`src/hw/swdbg_pkg.sv`:
```
// shared constants for the single-wire debug bit port
package swdbg_pkg;
    // bit timing in debug clock cycles
    localparam int unsigned BIT_CYCLES = 16;
    localparam logic [9:0] SAMPLE_AT = 10'h00a;
    localparam logic [9:0] ONE_PULSE_AT = 10'h007;
    localparam logic [9:0] ZERO_LOW_END = 10'h00d;
    localparam logic [9:0] TIMEOUT_CYCLES = 10'h200;
    localparam logic [9:0] BIT_END = 10'h010;
    // cycles after reset release until the synchroniser holds the pad level
    localparam logic [1:0] STRAP_AT = 2'h2;
    // command framing
    localparam int unsigned CMD_BITS = 8;
    localparam logic [7:0] CMD_RESET = 8'h00;
    // command codes handled by this port
    localparam logic [7:0] CMD_BACKGROUND = 8'h90;
    localparam logic [7:0] CMD_GO = 8'h08;
    localparam logic [7:0] CMD_STEP = 8'h10;
    localparam logic [7:0] CMD_TAGGO = 8'h18;
    localparam logic [7:0] CMD_WRCTRL = 8'hc4;
    localparam logic [7:0] CMD_RDSTAT = 8'he4;
    // control byte field positions
    localparam int unsigned CLKSEL_BIT = 3;
    localparam int unsigned ENABLE_BIT = 7;
    localparam logic [7:0] CTRL_RESET = 8'h00;
    // bit engine states, one-hot
    typedef enum logic [2:0] {
        SWDBG_IDLE = 3'b001,
        SWDBG_RX = 3'b010,
        SWDBG_TX = 3'b100
    } swdbg_bit_t;
endpackage

```
`src/hw/swdbg_sync.sv`:
```
// two-stage synchroniser with falling edge detect
`timescale 1ns/1ps
module swdbg_sync
    import swdbg_pkg::*;
(
    input wire logic clk,
    input wire logic sys_rst,
    input wire logic asyncIn,
    output logic syncOut,
    output logic fallPulse
);
    logic stage1_ff; // first stage, read only by stage two
    logic stage2_ff; // safe level
    logic prev_ff; // level one cycle older
    logic [1:0] fill_ff; // cycles since reset, stops once stages hold pad level

    // two flops then edge detect on the safe copy
    // synchronise before use
    always_ff @(posedge clk or posedge sys_rst)
    begin
        if (sys_rst)
        begin
            stage1_ff <= 1'b1;
            stage2_ff <= 1'b1;
            prev_ff <= 1'b1;
            fill_ff <= 2'h0;
        end
        else
        begin
            stage1_ff <= asyncIn;
            stage2_ff <= stage1_ff;
            prev_ff <= stage2_ff;
            // count until the stale reset levels have left the stages
            if (fill_ff <= STRAP_AT)
                fill_ff <= fill_ff + 2'h1;
        end
    end

    assign syncOut = stage2_ff;
    // async edge recognised
    // masked while a wire held low through reset reaches stage two
    assign fallPulse = prev_ff & ~stage2_ff & (fill_ff > STRAP_AT);
endmodule

```
`src/hw/swdbg_port.sv`:
```
// single-wire debug bit port, target side
`timescale 1ns/1ps
module swdbg_port
    import swdbg_pkg::*;
#(
    parameter int unsigned ADDR_W = 16
)
(
    input wire logic clk,
    input wire logic sys_rst,
    input wire logic porFlag,
    input wire logic forceBgReq,
    input wire logic cpuStopped,
    input wire logic [ADDR_W-1:0] cpuAddr,
    input wire logic [ADDR_W-1:0] bkptAddr,
    input wire logic debugWireIn,
    output logic debugWireOut,
    output logic debugWireOe_n,
    output logic activeBackground,
    output logic debugClockSelect,
    output logic cpuResume,
    output logic cpuStep,
    output logic cpuWake,
    output logic oscKeepRun,
    output logic watchdogHold,
    output logic bkptHit,
    output logic cmdAbort
);
    ////////////////////////////////////////////////////////////////
    // wire synchroniser
    logic wireSync; // synchronised wire level
    logic wireFall; // host falling edge, one cycle pulse

    swdbg_sync uSync (
        .clk(clk),
        .sys_rst(sys_rst),
        .asyncIn(debugWireIn),
        .syncOut(wireSync),
        .fallPulse(wireFall)
    );

    ////////////////////////////////////////////////////////////////
    // state
    swdbg_bit_t bitState_ff; // bit engine state
    logic [9:0] bitCnt_ff; // cycles since perceived bit start
    logic [9:0] idleCnt_ff; // cycles since last host edge
    logic [7:0] shift_ff; // received bits, msb first
    logic [3:0] rxCount_ff; // bits received in this byte
    logic [7:0] cmd_ff; // latched command code
    logic cmdValid_ff; // write-control code held, data byte expected
    logic [7:0] txData_ff; // byte being returned
    logic [3:0] txLeft_ff; // bits still to return
    logic txBit_ff; // bit value of current tx slot
    logic [7:0] ctrl_ff; // control byte
    logic bg_ff; // active background flag
    logic forceArm_ff; // forced-background bit seen
    logic [1:0] strapDly_ff; // cycles since reset, strap taken at STRAP_AT
    logic wireOut_ff; // pad drive value
    logic wireOe_n_ff; // pad enable, low drives
    logic resume_ff;
    logic step_ff;
    logic wake_ff;
    logic bkpt_ff;
    logic abort_ff;

    // timeout after too many cycles without a host edge
    logic timeout;
    assign timeout = (idleCnt_ff == TIMEOUT_CYCLES - 10'h001);

    // checks the cpu group that needs background mode
    function automatic logic needsBg(input logic [7:0] code);
        needsBg = (code == CMD_GO) || (code == CMD_STEP) || (code == CMD_TAGGO)
            || (code[7:6] == 2'b01);
    endfunction

    ////////////////////////////////////////////////////////////////
    // idle counter between host edges
    always_ff @(posedge clk or posedge sys_rst)
    begin
        if (sys_rst)
            idleCnt_ff <= 10'h000;
        else if (wireFall || timeout)
            idleCnt_ff <= 10'h000;
        else
            idleCnt_ff <= idleCnt_ff + 10'h001;
    end

    ////////////////////////////////////////////////////////////////
    // bit engine: receive or transmit one bit per host edge
    always_ff @(posedge clk or posedge sys_rst)
    begin
        if (sys_rst)
        begin
            bitState_ff <= SWDBG_IDLE;
            bitCnt_ff <= 10'h000;
        end
        else
        begin
            case (bitState_ff)
                SWDBG_IDLE:
                begin
                    if (wireFall)
                    begin
                        bitState_ff <= (txLeft_ff != 4'h0) ? SWDBG_TX : SWDBG_RX;
                        bitCnt_ff <= 10'h001;
                    end
                end
                SWDBG_RX, SWDBG_TX:
                begin
                    if (bitCnt_ff == BIT_END - 10'h001 || timeout)
                    begin
                        bitState_ff <= SWDBG_IDLE;
                        bitCnt_ff <= 10'h000;
                    end
                    else
                    begin
                        bitCnt_ff <= bitCnt_ff + 10'h001;
                    end
                end
                default:
                    bitState_ff <= SWDBG_IDLE;
            endcase
        end
    end

    ////////////////////////////////////////////////////////////////
    // pad driver, only in transmit slots
    always_ff @(posedge clk or posedge sys_rst)
    begin
        if (sys_rst)
        begin
            wireOut_ff <= 1'b1;
            wireOe_n_ff <= 1'b1;
        end
        else if (bitState_ff != SWDBG_TX)
        begin
            wireOut_ff <= 1'b1;
            wireOe_n_ff <= 1'b1;
        end
        else if (txBit_ff)
        begin
            wireOut_ff <= 1'b1;
            wireOe_n_ff <= ~(bitCnt_ff == ONE_PULSE_AT - 10'h001);
        end
        else
        begin
            wireOut_ff <= (bitCnt_ff == ZERO_LOW_END + 10'h001);
            wireOe_n_ff <= ~(bitCnt_ff <= ZERO_LOW_END + 10'h001);
        end
    end

    ////////////////////////////////////////////////////////////////
    // receive shifter and command decode
    always_ff @(posedge clk or posedge sys_rst)
    begin
        if (sys_rst)
        begin
            shift_ff <= 8'h00;
            rxCount_ff <= 4'h0;
            cmd_ff <= CMD_RESET;
            cmdValid_ff <= 1'b0;
            txData_ff <= 8'h00;
            txLeft_ff <= 4'h0;
            txBit_ff <= 1'b0;
            ctrl_ff <= CTRL_RESET;
            resume_ff <= 1'b0;
            step_ff <= 1'b0;
            wake_ff <= 1'b0;
        end
        else
        begin
            resume_ff <= 1'b0;
            step_ff <= 1'b0;
            wake_ff <= 1'b0;
            if (timeout)
            begin
                rxCount_ff <= 4'h0;
                cmdValid_ff <= 1'b0;
                txLeft_ff <= 4'h0;
            end
            else if (bitState_ff == SWDBG_RX && bitCnt_ff == SAMPLE_AT)
            begin
                if (rxCount_ff == 4'(CMD_BITS - 1))
                begin
                    rxCount_ff <= 4'h0;
                    if (cmdValid_ff)
                    begin
                        // data byte of write-control
                        cmdValid_ff <= 1'b0;
                        ctrl_ff <= {shift_ff[6:0], wireSync};
                    end
                    else
                    begin
                        cmd_ff <= {shift_ff[6:0], wireSync};
                        cmdValid_ff <= ({shift_ff[6:0], wireSync} == CMD_WRCTRL);
                        if ({shift_ff[6:0], wireSync} == CMD_RDSTAT)
                        begin
                            txData_ff <= {ctrl_ff[7:1], bg_ff};
                            txLeft_ff <= 4'(CMD_BITS);
                        end
                        if ({shift_ff[6:0], wireSync} == CMD_BACKGROUND)
                        begin
                            wake_ff <= cpuStopped && ctrl_ff[ENABLE_BIT];
                        end
                        if (bg_ff && needsBg({shift_ff[6:0], wireSync}))
                        begin
                            resume_ff <= ({shift_ff[6:0], wireSync} == CMD_GO)
                                || ({shift_ff[6:0], wireSync} == CMD_TAGGO);
                            step_ff <= ({shift_ff[6:0], wireSync} == CMD_STEP);
                        end
                    end
                end
                else
                begin
                    rxCount_ff <= rxCount_ff + 4'h1;
                end
                shift_ff <= {shift_ff[6:0], wireSync};
            end
            else if (bitState_ff == SWDBG_IDLE && wireFall && txLeft_ff != 4'h0)
            begin
                txBit_ff <= txData_ff[7];
                txData_ff <= {txData_ff[6:0], 1'b0};
                txLeft_ff <= txLeft_ff - 4'h1;
            end
        end
    end

    ////////////////////////////////////////////////////////////////
    // mode selection at reset release and by command
    always_ff @(posedge clk or posedge sys_rst)
    begin
        if (sys_rst)
        begin
            bg_ff <= 1'b0;
            strapDly_ff <= 2'h0;
            forceArm_ff <= 1'b0;
        end
        else
        begin
            // wait until stage two holds the pad level of the release
            if (strapDly_ff <= STRAP_AT)
                strapDly_ff <= strapDly_ff + 2'h1;
            if (strapDly_ff == STRAP_AT)
                bg_ff <= porFlag && !wireSync;
            else if (forceArm_ff && wireFall)
            begin
                bg_ff <= 1'b1;
                forceArm_ff <= 1'b0;
            end
            else if (wake_ff)
                bg_ff <= 1'b1;
            else if (resume_ff)
                bg_ff <= 1'b0;
            // a new request wins over the clear of the old one
            if (forceBgReq)
                forceArm_ff <= 1'b1;
        end
    end

    ////////////////////////////////////////////////////////////////
    // side effects: breakpoint, watchdog, oscillator, abort flag
    always_ff @(posedge clk or posedge sys_rst)
    begin
        if (sys_rst)
        begin
            bkpt_ff <= 1'b0;
            abort_ff <= 1'b0;
        end
        else
        begin
            bkpt_ff <= ctrl_ff[ENABLE_BIT] && (cpuAddr == bkptAddr);
            abort_ff <= timeout && (bitState_ff != SWDBG_IDLE || rxCount_ff != 4'h0
                || txLeft_ff != 4'h0 || cmdValid_ff);
        end
    end

    assign watchdogHold = bg_ff;
    assign oscKeepRun = ctrl_ff[ENABLE_BIT];
    assign debugClockSelect = ctrl_ff[CLKSEL_BIT];
    assign activeBackground = bg_ff;
    assign debugWireOut = wireOut_ff;
    assign debugWireOe_n = wireOe_n_ff;
    assign cpuResume = resume_ff;
    assign cpuStep = step_ff;
    assign cpuWake = wake_ff;
    assign bkptHit = bkpt_ff;
    assign cmdAbort = abort_ff;
endmodule

```
`config.mk`:
```
export PLATFORM = sky130hd
export DESIGN_NAME = swdbg_port
export DESIGN_NICKNAME = d
export VERILOG_FILES = /design/src/hw/swdbg_pkg.sv /design/src/hw/swdbg_sync.sv /design/src/hw/swdbg_port.sv
export SDC_FILE = /design/constraint.sdc
export NUM_CORES = 1
export LEC_CHECK = 0
export BUFFER_PORTS_ARGS = -buffer_cell sky130_fd_sc_hd__clkbuf_2
export CORE_ASPECT_RATIO = 0.5
export CORE_MARGIN = 2
export CORE_UTILIZATION = 40
export DETAILED_ROUTE_END_ITERATION = 12
export PLACE_DENSITY = 0.65
export REMOVE_ABC_BUFFERS = 1
export SLEW_MARGIN = 5
export SYNTH_ARGS = -nofsm -noshare
export SYNTH_HDL_FRONTEND = slang
export SYNTH_SLANG_ARGS = --single-unit
```
`constraint.sdc`:
```
create_clock -name clk -period 4.1 [get_ports clk]
set_clock_uncertainty 0.2 [all_clocks]
set_input_delay 0.41 -clock clk [delete_from_list [all_inputs] [get_ports clk]]
set_output_delay 0.41 -clock clk [all_outputs]
set_load 0.05 [all_outputs]
```
==> flow_metrics.py <==
metrics = {
    "placement": {
        "hpwl_microns": 5360,
        "portBuffers": 48,
        "globalplace.congestion": 0.774,
    },
    "timing": {
        "final-max-slew-violation-count": 0,
        "setup_viol": 0,
        "min_period_ps": 2460,
        "worstMarginPinSlew_ps": 877,
        "fin_crit_sh_pct": 59.9,
        "slew_headroom_pct": 41.2,
        "fmax_mhz": 407,
        "final.setup.tns_ps": 0,
        "finalHoldViolCount": 0,
        "rsz0062_at_grt": "false",
    },
    "drt": {
        "routed_wl_microns": 7330,
        "drtIter0Drc": 233,
        "drt_pass1_iterations": 4,
        "wl_per_cell_microns": 13.7,
        "vias": 2780,
        "drc": 0,
        "ant_nets": 0,
        "vias_per_cell": 5.22,
    },
    "global_route": {
        "antenna_found_initial": 0,
        "overflow": 0,
        "grt_pass1_vias": 2620,
        "grt_pass1_wl_microns": 12500,
        "grt_max_degree": 41,
        "grt.total_usage_pct": 16.2,
    },
    "synth": {
        "synth_top_family_by_area": "simple AND/OR/NAND/NOR gates",
        "synth_cell_type_count": 55,
        "yosys-mux-area-fraction_pct": 4.98,
        "synth.cell_area_sq_mm": 0.00359,
        "yosysWarnings": 0,
        "synthSimpleGateAreaFrac_pct": 21.4,
        "synthAdderAreaFrac_pct": 3.13,
        "synth-xor-area-share_pct": 6.34,
        "synth_ff_type": "dfrtp_1",
        "ys_seq_area_share_pct": 49.7,
        "synth_compound_area_share_pct": 11.1,
        "syn_area_per_cell_sq_um": 9.95,
        "asyncSetResetFlopFracSynth_pct": 100,
        "synthCells": 361,
        "synth_edf_count": 0,
        "ys_ff_latch": 71,
    },
    "pwr": {
        "p_total_mw": 1.61,
        "ir_worst_vdd_mv": 0.209,
        "pwr-share-comb_pct": 7.3,
        "p_leak_nw": 1.88,
        "power_frac_seq_pct": 47.1,
        "p_switching_mw": 0.385,
        "power_density_mw_per_mm2": 380,
        "switching_share_pct": 23.9,
        "power.internal_mw": 1.22,
        "clock_power_share_pct": 45.6,
    },
    "floorplanning": {
        "coreArea_sq_mm": 0.00871,
        "initial_core_util_pct": 41.3,
        "die_h_microns": 71.0,
        "dieArea_sq_mm": 0.00980,
        "rows": 24,
        "ioPinCount": 49,
        "die_width_microns": 138,
    },
    "clock_tree": {
        "clock_path_buffers": 2,
        "root_buffer": "clkbuf_16",
        "cts_num_sinks": 71,
        "clock_latency_ps": 340,
        "ctsResizeCount": 0,
        "cts_tree": "built",
        "clk_pin_slew_ps": 50,
        "cts_buffers": 9,
        "cts_max_level": 3,
    },
    "setup_path": {
        "startpoint_type": "register",
        "r2r_setup_slack_ps": 1640,
        "crit_fanout": 8,
        "cp_cell_sequence": "nor4_2, and2_1, and4_1, nand4_4, mux2_2",
        "crit_required_ps": 4120,
        "critPathKind": "register to register",
        "max_stage_delay_ps": 470,
        "worst_path_max_delay_cell": "and4_1",
        "r2r-end": "ctrl_ff[5]",
        "critPathArrivalTime_ps": 2480,
        "rr_startpoint": "bitCnt_ff[4]",
        "reg2reg_depth": 5,
        "cp-end-kind": "register",
    },
    "finish": {
        "final_common_cell": "dfrtp_1",
        "n_antenna_cell": 0,
        "area_growth_pct": 17.9,
        "fillers": 810,
        "drive_gt1_share_pct": 23.1,
        "final_cell_mix": "65 x dfrtp_1, 48 x clkbuf_2, 36 x nand2_1",
        "num-nets-final": 458,
    },
    "hold_path": {
        "min_path_type": "input port to asynchronous set/reset pin",
    },
    "run_status": {
        "status": "finished clean",
    },
    "job": {
        "max_cap_viol_count": 0,
    },
}
-- per-layer routing --
layer | track usage (%) | vias to the layer above | routed length (microns)
li1 | - | 1377 | -
met1 | 21.8 | 1326 | 3640
met2 | 24.0 | 68 | 3220
met3 | 5.42 | 9 | 356
met4 | 6.92 | 0 | 119
met5 | 0 | - | 0
-- through the flow --
step,hold slack [ps],instance area (sq um),setup WS (ps),std cells,util (%)
3_5_place_dp,147,3940,1670,516,45.3
4_1_cts,45.3,4240,1640,533,48.7
6_report,17.6,4240,1640,533,48.7
3_3_place_gp,146,3940,1710,516,45.3
2_1_floorplan,145,3530,1330,348,-
5_1_grt,77.1,4240,1420,533,48.7
-- synthesized netlist by cell type (2+ instances only) --
| library cell | n | area [sq um] |
|---|---|---|
| dfrtp_1 | 65 | 1630 |
| nand2_1 | 36 | 135 |
| nor2_1 | 29 | 109 |
| a21oi_1 | 23 | 115 |
| o21ai_0 | 20 | 100 |
| nand3_1 | 16 | 80.1 |
| xnor2_1 | 16 | 140 |
| inv_1 | 15 | 56.3 |
| mux2_2 | 15 | 169 |
| nand4_1 | 11 | 68.8 |
| a31oi_1 | 10 | 62.6 |
| xor2_1 | 10 | 87.6 |
| ha_1 | 9 | 113 |
| clkbuf_1 | 8 | 30.0 |
| or3_1 | 7 | 43.8 |
| dfstp_2 | 6 | 158 |
| nor3_1 | 6 | 30.0 |
| nor4_1 | 5 | 31.3 |
| and3_1 | 4 | 25.0 |
| nand2b_1 | 3 | 18.8 |
| nor2b_1 | 3 | 18.8 |
| nor3b_1 | 3 | 22.5 |
| and2_1 | 2 | 12.5 |
| and3b_1 | 2 | 17.5 |
| and4_1 | 2 | 17.5 |
| buf_2 | 2 | 10.0 |
| buf_4 | 2 | 15.0 |
| nand3b_1 | 2 | 15.0 |
| o21a_1 | 2 | 15.0 |
| or4_1 | 2 | 15.0 |
-- timing repair --
item	CTS	global route
setup buffers	0	0
hold endpoints to repair	1	0
setup endpoints to repair	0	0
hold buffers	1	0
-- power groups by stage --
stage               clock network, mW  registers, mW  logic (mW)
CTS                             0.751          0.759       0.120
global route                    0.788          0.763       0.137
floorplan                           0          0.763      0.0792
global placement                    0          0.770       0.118
finish                          0.734          0.759       0.118
detailed placement                  0          0.771       0.118
-- state kept, by name, indices dropped and copies added, names as in the netlist, 2 cells and up --
signal	cells
idleCnt_ff	10
shift_ff	7
bitState_ff	3
rxCount_ff	4
strapDly_ff	2
uSync.fill_ff	2
bitCnt_ff	10
ctrl_ff	7
txData_ff	8
txLeft_ff	4
-- cells by family after synthesis --
group	Yosys count
buffers and inverters	28
adders and majority gates	9
muxes	16
and+or+nand+nor	143
DFF	71
xor gates and xnor gates	26
AOI/OAI and AO/OA	68
-- layout make-up --
type	instances	area (sq um)	area share (%)
Tap cell	117	146	3.45
Multi-Input combinational cell	262	1690	39.9
Sequential cell	71	1780	42.1
Clock inverter	4	30.0	0.709
Timing Repair Buffer	52	273	6.44
Clock buffer	12	256	6.05
Inverter	15	56.3	1.33
-- worst max-delay path, delay by kind of cell (launching register included) --
family | cells | cell delay (ps)
DFF | 1 | 430
muxes | 1 | 320
and+or+nand+nor | 4 | 1390
-- how the worst max path moves through the flow --
| stage | from | endpoint |
|---|---|---|
| 6_report | bitCnt_ff[4] | ctrl_ff[5] |
| 4_1_cts | bitCnt_ff[4] | ctrl_ff[5] |
| 3_5_place_dp | bitCnt_ff[4] | ctrl_ff[5] |
| 2_1_floorplan | idleCnt_ff[0] | bitCnt_ff[6] |
| 3_3_place_gp | bitCnt_ff[4] | ctrl_ff[3] |
| 5_1_grt | idleCnt_ff[0] | bitCnt_ff[5] |
(Power assumes the default switching activity.)
